### src/include/twk_pkg.sv
// Constants for the timer wake-up and mode-to-pin block.
// Assumes Avalon-MM byte addressing with 32-bit aligned registers.
package twk_pkg;
  // Register byte offsets
  localparam logic [7:0] OFF_CTRL     = 8'h00;
  localparam logic [7:0] OFF_STAT     = 8'h04;
  localparam logic [7:0] OFF_CMP      = 8'h08;
  localparam logic [7:0] OFF_CNT      = 8'h0c;
  localparam logic [7:0] OFF_CAP      = 8'h10;
  localparam logic [7:0] OFF_WKFL     = 8'h14;
  localparam logic [7:0] OFF_LPST     = 8'h18;
  localparam logic [7:0] OFF_LPEN     = 8'h1c;
  localparam logic [7:0] OFF_IRQ_ST   = 8'h20;
  localparam logic [7:0] OFF_IRQ_MASK = 8'h24;
  // Control word fields
  localparam int CTRL_EN      = 0;
  localparam int CTRL_WE      = 1;
  localparam int CTRL_OUTEN   = 2;
  localparam int CTRL_OUTBEN  = 3;
  localparam int CTRL_MODE_LO = 4;
  localparam int MODE_W       = 4;
  // Status word fields
  localparam int STAT_RDY = 0;
  localparam int STAT_RUN = 1;
  // Interrupt status bits
  localparam int IRQ_LO   = 0;
  localparam int IRQ_HI   = 1;
  localparam int IRQ_WAKE = 2;
  localparam int IRQ_W    = 3;
  // Mode codes
  localparam logic [3:0] MODE_ONESHOT = 4'h0;
  localparam logic [3:0] MODE_CONT    = 4'h1;
  localparam logic [3:0] MODE_COUNTER = 4'h2;
  localparam logic [3:0] MODE_CAPTURE = 4'h4;
  localparam logic [3:0] MODE_COMPARE = 4'h5;
  localparam logic [3:0] MODE_GATED   = 4'h6;
  localparam logic [3:0] MODE_CAPCMP  = 4'h7;
  localparam logic [3:0] MODE_DUALCAP = 4'h8;
  localparam logic [3:0] MODE_INGATED = 4'he;
  // Counter values and timing
  localparam int          HALF_W      = 16;
  localparam logic [15:0] CNT_RELOAD  = 16'h0001;
  localparam int          RDY_W       = 4;
  localparam int          CLK_RDY_CYC = 2;
  localparam logic [31:0] RD_UNMAPPED = 32'h0000_0000;
endpackage : twk_pkg

### src/include/pin_sync_if.sv
// Carrier for synchronised timer pin levels and edges.
// Assumes one producer (pin synchroniser) and one consumer (timer core).
`timescale 1ns/1ps
interface pin_sync_if;
  logic [1:0] level;
  logic [1:0] rise;
  logic [1:0] fall;
  modport producer (output level, output rise, output fall);
  modport consumer (input level, input rise, input fall);
endinterface : pin_sync_if

### src/hw/timer_wakeup.sv
// Timer with low-power wake-up path and mode-to-pin assignment.
// Assumes clock is the always-on timer clock and an Avalon-MM master.
// Operation
// - Counting continues while system clock stopped
// - Enabled timer event raises wake request
// - No wake request unless wake enable set
// - Wake flag register shows timer caused wake
// - Lower-half event sets lower irq; any event sets wake status if wake enable set
// - Modes 0,1,5 drive primary and inverted outputs
// - Reduced instances have no inverted outputs
// - Mode codes decoded; reserved codes stay idle
// - Input modes use the half's pin
`timescale 1ns/1ps
module timer_wakeup
  import twk_pkg::*;
#(
  parameter bit FULL_FEATURE = 1'b1,
  parameter int LP_INDEX     = 0,
  parameter int RDY_CYC      = CLK_RDY_CYC
) (
  input  wire logic        clock,
  input  wire logic        sys_rst,
  input  wire logic        clock_en,
  input  wire logic [7:0]  avs_address,
  input  wire logic        avs_read,
  input  wire logic        avs_write,
  input  wire logic [31:0] avs_writedata,
  input  wire logic [3:0]  avs_byteenable,
  output logic      [31:0] avs_readdata,
  output logic             avs_waitrequest,
  input  wire logic        lower_half_pin_i,
  output logic             lower_half_pin_o,
  output logic             lower_half_pin_oe_n,
  input  wire logic        upper_half_pin_i,
  output logic             upper_half_pin_o,
  output logic             upper_half_pin_oe_n,
  output logic             lower_half_inverted_pin,
  output logic             lower_half_inverted_pin_oe_n,
  output logic             upper_half_inverted_pin,
  output logic             upper_half_inverted_pin_oe_n,
  output logic             irq,
  output logic             wake_req
);
  typedef struct packed {
    logic                   wreq;
    logic [31:0]            rdata;
    logic                   en;
    logic                   we;
    logic                   outen;
    logic                   outben;
    logic [MODE_W-1:0]      mode;
    logic [RDY_W-1:0]       rdy_cnt;
    logic                   clk_rdy;
    logic [1:0][HALF_W-1:0] cmp;
    logic [1:0][HALF_W-1:0] cnt;
    logic [1:0][HALF_W-1:0] cap;
    logic [1:0]             out_lvl;
    logic [1:0]             pin_oe_n;
    logic [1:0]             inv_o;
    logic [1:0]             inv_oe_n;
    logic                   wkfl;
    logic [1:0]             lpst;
    logic [1:0]             lpen;
    logic [IRQ_W-1:0]       irq_st;
    logic [IRQ_W-1:0]       irq_mask;
    logic                   irq;
    logic                   wake_req;
  } core_t;

  core_t       s;
  core_t       next_s;
  logic [1:0]  ev;
  logic [1:0]  tick;
  logic [1:0]  cap_ev;
  logic [31:0] rd;
  logic [31:0] wm;
  logic        bus_wr;

  pin_sync_if pins ();

  // Byte-enable mask of a write
  function automatic logic [31:0] be_mask(input logic [3:0] be);
    return {{8{be[3]}}, {8{be[2]}}, {8{be[1]}}, {8{be[0]}}};
  endfunction : be_mask

  // Merge enabled bytes of write data into an old word
  function automatic logic [31:0] merge(input logic [31:0] old, input logic [31:0] wd,
                                        input logic [3:0] be);
    return (old & ~be_mask(be)) | (wd & be_mask(be));
  endfunction : merge

  // Modes that drive the timer pins
  function automatic logic is_out(input logic [3:0] m);
    return (m == MODE_ONESHOT) || (m == MODE_CONT) || (m == MODE_COMPARE);
  endfunction : is_out

  // Modes that take their events from the timer pins
  function automatic logic is_in(input logic [3:0] m);
    return (m == MODE_COUNTER) || (m == MODE_CAPTURE) || (m == MODE_GATED) ||
           (m == MODE_CAPCMP) || (m == MODE_DUALCAP) || (m == MODE_INGATED);
  endfunction : is_in

  pin_sync u_sync (
    .clock    (clock),
    .sys_rst  (sys_rst),
    .clock_en (clock_en),
    .raw      ({upper_half_pin_i, lower_half_pin_i}),
    .sync     (pins.producer)
  );

  // Write accepted at the edge where waitrequest is low
  assign bus_wr = avs_write && !s.wreq;
  assign wm     = avs_writedata & be_mask(avs_byteenable);

  // Next-state logic
  always_comb begin
    next_s = s;
    ev     = 2'b00;
    tick   = 2'b00;
    cap_ev = 2'b00;
    rd     = RD_UNMAPPED;

    // Clock ready rises a fixed time after enable
    if (!s.en) begin
      next_s.rdy_cnt = '0;
      next_s.clk_rdy = 1'b0;
    end else if (!s.clk_rdy) begin
      if (s.rdy_cnt == RDY_W'(RDY_CYC - 1)) begin
        next_s.clk_rdy = 1'b1;
      end else begin
        next_s.rdy_cnt = s.rdy_cnt + 1'b1;
      end
    end

    // Both halves: count source, capture, period end, pins
    for (int h = 0; h < 2; h++) begin
      // Runs on own clock, no system clock needed
      if (s.en && s.clk_rdy) begin
        case (s.mode)
          MODE_ONESHOT, MODE_CONT, MODE_COMPARE: tick[h] = 1'b1;
          MODE_CAPTURE, MODE_CAPCMP, MODE_DUALCAP: tick[h] = 1'b1;
          MODE_COUNTER: tick[h] = pins.rise[h];
          MODE_GATED:   tick[h] = pins.level[h];
          MODE_INGATED: tick[h] = !pins.level[h];
          default:      tick[h] = 1'b0;
        endcase
        case (s.mode)
          MODE_CAPTURE, MODE_CAPCMP: cap_ev[h] = pins.rise[h];
          MODE_DUALCAP: cap_ev[h] = pins.rise[h] | pins.fall[h];
          default:      cap_ev[h] = 1'b0;
        endcase
      end
      if (cap_ev[h]) begin
        next_s.cap[h] = s.cnt[h];
        ev[h] = 1'b1;
        if (s.mode != MODE_CAPCMP) begin
          next_s.cnt[h] = CNT_RELOAD;
        end else begin
          next_s.cnt[h] = s.cnt[h] + 1'b1;
        end
      end else if (tick[h]) begin
        if (s.cnt[h] == s.cmp[h]) begin
          ev[h] = 1'b1;
          next_s.cnt[h] = (s.mode == MODE_COMPARE) ? s.cnt[h] + 1'b1 : CNT_RELOAD;
        end else begin
          next_s.cnt[h] = s.cnt[h] + 1'b1;
        end
      end
      // Output level: one-cycle pulse or toggle
      if (s.mode == MODE_ONESHOT) begin
        next_s.out_lvl[h] = ev[h];
      end else if (ev[h] && is_out(s.mode)) begin
        next_s.out_lvl[h] = !s.out_lvl[h];
      end
      next_s.pin_oe_n[h] = !(is_out(s.mode) && s.outen);
      next_s.inv_oe_n[h] = !(FULL_FEATURE && is_out(s.mode) && s.outben);
      next_s.inv_o[h]    = !next_s.out_lvl[h];
    end

    // One-shot disables itself at period end
    if ((s.mode == MODE_ONESHOT) && (|ev)) begin
      next_s.en = 1'b0;
    end

    // Read multiplexer, captured at the end of the wait cycle, one cycle before the request is answered
    case (avs_address)
      OFF_CTRL: begin
        rd[CTRL_EN]     = s.en;
        rd[CTRL_WE]     = s.we;
        rd[CTRL_OUTEN]  = s.outen;
        rd[CTRL_OUTBEN] = s.outben;
        rd[CTRL_MODE_LO +: MODE_W] = s.mode;
      end
      OFF_STAT: begin
        rd[STAT_RDY] = s.clk_rdy;
        rd[STAT_RUN] = s.en && s.clk_rdy;
      end
      OFF_CMP:      rd = s.cmp;
      OFF_CNT:      rd = s.cnt;
      OFF_CAP:      rd = s.cap;
      OFF_WKFL:     rd = {31'h0000_0000, s.wkfl};
      OFF_LPST:     rd = {30'h0000_0000, s.lpst};
      OFF_LPEN:     rd = {30'h0000_0000, s.lpen};
      OFF_IRQ_ST:   rd = {29'h0000_0000, s.irq_st};
      OFF_IRQ_MASK: rd = {29'h0000_0000, s.irq_mask};
      default:      rd = RD_UNMAPPED;
    endcase

    // Bus handshake: one wait cycle, then accept
    next_s.wreq = 1'b1;
    if ((avs_read || avs_write) && s.wreq) begin
      next_s.wreq  = 1'b0;
      next_s.rdata = rd;
    end

    // Register writes
    if (bus_wr) begin
      case (avs_address)
        OFF_CTRL: begin
          if (avs_byteenable[0]) begin
            next_s.en     = avs_writedata[CTRL_EN];
            next_s.we     = avs_writedata[CTRL_WE];
            next_s.outen  = avs_writedata[CTRL_OUTEN];
            next_s.outben = avs_writedata[CTRL_OUTBEN];
            // Mode only changes while the timer is stopped
            if (!s.en) begin
              next_s.mode = avs_writedata[CTRL_MODE_LO +: MODE_W];
            end
          end
        end
        OFF_CMP:      next_s.cmp      = merge(s.cmp, avs_writedata, avs_byteenable);
        OFF_CNT:      next_s.cnt      = merge(s.cnt, avs_writedata, avs_byteenable);
        OFF_WKFL:     next_s.wkfl     = s.wkfl & !wm[0];
        OFF_LPST:     next_s.lpst     = s.lpst & ~wm[1:0];
        OFF_LPEN:     next_s.lpen     = avs_byteenable[0] ? avs_writedata[1:0] : s.lpen;
        OFF_IRQ_ST:   next_s.irq_st   = s.irq_st & ~wm[IRQ_W-1:0];
        OFF_IRQ_MASK: next_s.irq_mask = avs_byteenable[0] ? avs_writedata[IRQ_W-1:0] : s.irq_mask;
        default: ;
      endcase
    end

    // Sticky event flags; a set wins over a same-cycle clear
    if (ev[0] || (!FULL_FEATURE && ev[1])) begin
      next_s.irq_st[IRQ_LO] = 1'b1;
    end
    if (FULL_FEATURE && ev[1]) begin
      next_s.irq_st[IRQ_HI] = 1'b1;
    end
    if ((|ev) && s.we) begin
      next_s.lpst[LP_INDEX]   = 1'b1;
      next_s.wkfl             = 1'b1;
      next_s.irq_st[IRQ_WAKE] = 1'b1;
    end

    // Wake request gated by matching enable, held until status clears
    next_s.wake_req = |(next_s.lpst & next_s.lpen);
    next_s.irq      = |(next_s.irq_st & next_s.irq_mask);
  end

  // State register; clock_en freezes everything
  always_ff @(posedge clock or posedge sys_rst) begin
    if (sys_rst) begin
      s          <= '0;
      s.wreq     <= 1'b1;
      s.pin_oe_n <= 2'b11;
      s.inv_oe_n <= 2'b11;
      s.inv_o    <= 2'b11;
    end else if (clock_en) begin
      s <= next_s;
    end
  end

  // Outputs straight from the state register
  assign avs_readdata                 = s.rdata;
  assign avs_waitrequest              = s.wreq;
  assign lower_half_pin_o             = s.out_lvl[0];
  assign lower_half_pin_oe_n          = s.pin_oe_n[0];
  assign upper_half_pin_o             = s.out_lvl[1];
  assign upper_half_pin_oe_n          = s.pin_oe_n[1];
  assign lower_half_inverted_pin      = s.inv_o[0];
  assign lower_half_inverted_pin_oe_n = s.inv_oe_n[0];
  assign upper_half_inverted_pin      = s.inv_o[1];
  assign upper_half_inverted_pin_oe_n = s.inv_oe_n[1];
  assign irq                          = s.irq;
  assign wake_req                     = s.wake_req;
endmodule : timer_wakeup

### src/hw/pin_sync.sv
// Three-stage synchroniser for the two timer input pins.
// Assumes pins are asynchronous to clock; clock_en freezes all stages.
`timescale 1ns/1ps
module pin_sync
  import twk_pkg::*;
(
  input  wire logic clock,
  input  wire logic sys_rst,
  input  wire logic clock_en,
  input  wire logic [1:0] raw,
  pin_sync_if.producer sync
);
  typedef struct packed {
    logic [1:0] s1;
    logic [1:0] s2;
    logic [1:0] s3;
    logic [1:0] lvl;
  } sync_t;

  sync_t s;
  sync_t next_s;

  // Shift chain; level accepted once stages two and three agree
  always_comb begin
    next_s     = s;
    next_s.s1  = raw;
    next_s.s2  = s.s1;
    next_s.s3  = s.s2;
    for (int h = 0; h < 2; h++) begin
      if (s.s2[h] == s.s3[h]) begin
        next_s.lvl[h] = s.s3[h];
      end
    end
  end

  always_ff @(posedge clock or posedge sys_rst) begin
    if (sys_rst) begin
      s <= '0;
    end else if (clock_en) begin
      s <= next_s;
    end
  end

  // Edge pulses last one enabled cycle
  assign sync.level = s.lvl;
  assign sync.rise  = ~s.lvl & s.s3 & ~(s.s2 ^ s.s3);
  assign sync.fall  = s.lvl & ~s.s3 & ~(s.s2 ^ s.s3);
endmodule : pin_sync

### config.mk
export PLATFORM = sky130hd
export DESIGN_NAME = timer_wakeup
export DESIGN_NICKNAME = d
export VERILOG_FILES = /design/src/include/twk_pkg.sv /design/src/include/pin_sync_if.sv /design/src/hw/timer_wakeup.sv /design/src/hw/pin_sync.sv
export SDC_FILE = /design/constraint.sdc
export NUM_CORES = 1
export LEC_CHECK = 0
export BUFFER_PORTS_ARGS = -buffer_cell sky130_fd_sc_hd__buf_2
export CAP_MARGIN = 20
export CORE_MARGIN = 2
export CORE_UTILIZATION = 50
export DETAILED_ROUTE_END_ITERATION = 12
export PLACE_DENSITY = 0.72
export SLEW_MARGIN = 20
export SYNTH_ARGS = -nofsm -noshare
export SYNTH_HDL_FRONTEND = slang
export SYNTH_SLANG_ARGS = --single-unit
### constraint.sdc
create_clock -name clock -period 4.7 [get_ports clock]
set_clock_uncertainty 0.15 [all_clocks]
set_input_delay 0.235 -clock clock [delete_from_list [all_inputs] [get_ports clock]]
set_output_delay 0.235 -clock clock [all_outputs]
set_load 0.1 [all_outputs]
==> results.txt <==
Status: finished, final reports clean
Finished Cell Area: 10,700 µm²
CP required: 4.89 ns
Antenna viol nets, final: 0
Post-DP HPWL: 16.5 mm
Max VDD drop: 0.224 mV
Setup TNS: 0 ns
GR Overflow Total: 0
Crit-path max cell delay: 0.54 ns
Startpoint Class: flop
Storage cell area: 4240 µm²
Worst Reg2Reg Path Length in Cells: 7
Syn-to-layout area delta: 12.8%
Worst setup path start: s[124]
Post-synth EDFFs: 0
Multi-input combinational cell area: 4630 µm²
Antenna violations before repair: 0
Pins over their slew limit: 0
CTS Hold Bufs: 32
Top FF cell, synth: dfrtp_1
Syn_area_per_cell: 9.60 µm²
Worst-path clk slew: 0.07 ns
Final hold vios: 0
Routed Wire Length: 24.4 mm
Asr flop ratio synth: 1.00
Synthesized flop and latch total: 169
Dpl cell area: 9780 µm²
All-Layer GR Usage: 0.248
Slew headroom: 0.398
Critical path, cell by cell: nand4bb_1, a2111oi_0, o211a_1, a21oi_1, a21boi_1, a21oi_1, o311ai_1
Maxcap violations: 0
Yosys cell types: 72
Drt first pass iters: 6
Leak Pwr: 4.71 nW
# diodes: 0
Initial Util: 0.507
Worst R2R End: irq
Mapped Area: 9450 µm²
Power density cells: 295 nW/µm²
Type of element capturing the critical path: flop
Clock sink total: 169
Share of cells above drive strength 1: 0.225
Share of the synthesized area in the top cell type: 0.434
Largest family of logic cells by synthesized area: simple AND/OR/NAND/NOR gates
Port Buffers: 93
Fin worst setup slack: 1.59 ns
DRC viols: 0
CTS tree: yes
Core area: 18,600 µm²
Die H: 141 µm
CTS Buf Count: 17
Fill cells: 1,647
Crit path kind: reg2reg
CP most frequent cell: a21oi_1
Synth area leader: dfrtp_1
Std-Cell Rows: 50
CTS resizes: 0
Die ar.: 20,000 µm²
Pre-CTS setup slack: 1.65 ns
Worst r2r src: s[124]
Gpl congestion: 0.954
First-pass GRT wire length: 39.5 mm
Simple-gate share of the synthesized area: 0.161
Syn nets: 1,039
Postcts setup bufs: 0
Post-layout min period: 3.11 ns
WL/cell: 18.9 µm
Largest net degree at the start of global routing: 103
WP data arrival: 3.30 ns
Ranking of synthesized cells by area: dfrtp_1, mux2_2, o21ai_0, nand2_1, mux2i_1
RSZ-0062 raised after global routing: no
Post-synthesis mux area share: 0.132
Clock Tree Buf Depth: 2
Final #Nets: 1,094
Syn Inst Count: 984
Root Buffer Master: clkbuf_16
I/O Pins: 94
Vias: 7,799
Vias in the first global route: 7,494
Worst path slowest cell: dfrtp_1
Synth Area in Adders: 0.00530
Insertion delay to the later sink of the worst-skew pair: 0.44 ns
Vias/cell: 6.06
Worst Setup EP: irq
YS warnings: 0
Min-delay worst type: in2reg
CTS HTree Levels: 4
Die X: 141 µm
Worst reg-to-reg setup slack: 1.59 ns
FMAX: 0.322 GHz
Synth Area in XOR/XNOR: 0.0362
Worst Tran Pin Value: 0.901 ns
Crit share post-route: 0.662
Compound-gate portion of the synthesized area: 0.155
Final setup vio count: 0
Crit-path max FO: 14
Sequential area share after synthesis: 0.448
Initial DRC Count: 813
## cells by family after synthesis
| kind of cell | count (synthesis) |
|---|---|
| AOI/OAI and AO/OA | 234 |
| adders and majority gates | 4 |
| DFF | 169 |
| and+or+nand+nor | 307 |
| buffers and inverters | 118 |
| muxes | 113 |
| xor gates and xnor gates | 39 |
## layout by cell type, fill, tap and decap left out, types with 14 or more instances in the layout
master and n:
nand2_1 114, nand4_1 20, xnor2_1 36, inv_1 19, nor3_1 14, mux2_2 75
buf_2 93, dfrtp_1 164, a21oi_1 49, mux2i_1 36, clkbuf_16 17, o21ai_0 89
nand3_1 28, nor2_1 59, dlygate4sd3_1 32
## per-stage QoR
step | util | instances | hold WS (ns) | total power, W
final | 0.572 | 1286 | 0.0419 | 0.00314
after floorplan | - | 984 | 0.202 | 0.00172
after detailed placement | 0.525 | 1222 | 0.299 | 0.00180
after global placement | 0.525 | 1222 | 0.306 | 0.00180
after CTS | 0.572 | 1286 | 0.0296 | 0.00316
after global routing | 0.572 | 1286 | 0.0479 | 0.00325
## how the worst min path moves through the flow
stage	from	to	slack, ns	cells after the start
final	avs_writedata[2]	s[4]	0.04	2
after global routing	avs_writedata[2]	s[127]	0.05	2
after CTS	avs_writedata[2]	s[4]	0.03	2
after detailed placement	sys_rst	avs_readdata[15]	0.30	3
after global placement	sys_rst	avs_readdata[15]	0.31	3
after floorplan	avs_writedata[4]	s[122]	0.20	2
## power by group
| part | internal [W] | leakage, nW | switching (W) |
|---|---|---|---|
| Sequential | 0.00148 | 2.26 | 0.0000453 |
| Clock | 0.000725 | 0.275 | 0.000622 |
| Combinational | 0.0000969 | 2.17 | 0.000170 |
## Yosys cell counts (9+ instances only)
master    number
dfrtp_1      164
nand2_1      114
o21ai_0       89
mux2_2        75
nor2_1        59
a21oi_1       49
clkbuf_1      49
mux2i_1       36
xnor2_1       36
buf_4         34
nand3_1       28
inv_1         20
nand4_1       20
nor3_1        14
a22oi_1       11
and3_1        11
a21o_1         9
a221oi_1       9
a31oi_1        9
## final cells by class
type,count,share of cell area
tap,234,0.0275
multi-input combinational,697,0.434
inverter,20,0.00740
sequential,169,0.397
clock buffer,20,0.0438
clock inverter,12,0.00845
timing repair buffer,134,0.0812
## critical path, delay by kind of cell (launching register included)
kind	cells	cell delay [ns]
simple gates	1	0.27
flops	1	0.54
compound gates	6	2.04
## per-layer routing
| layer | global-route usage | wire (µm) | vias to the layer above |
|---|---|---|---|
| met4 | 0.0811 | 492 | 0 |
| met2 | 0.390 | 11300 | 267 |
| li1 | - | - | 3628 |
| met5 | 0 | 0 | - |
| met1 | 0.354 | 11400 | 3865 |
| met3 | 0.0391 | 1200 | 39 |
Note: power is estimated with default switching activity, not from simulation.
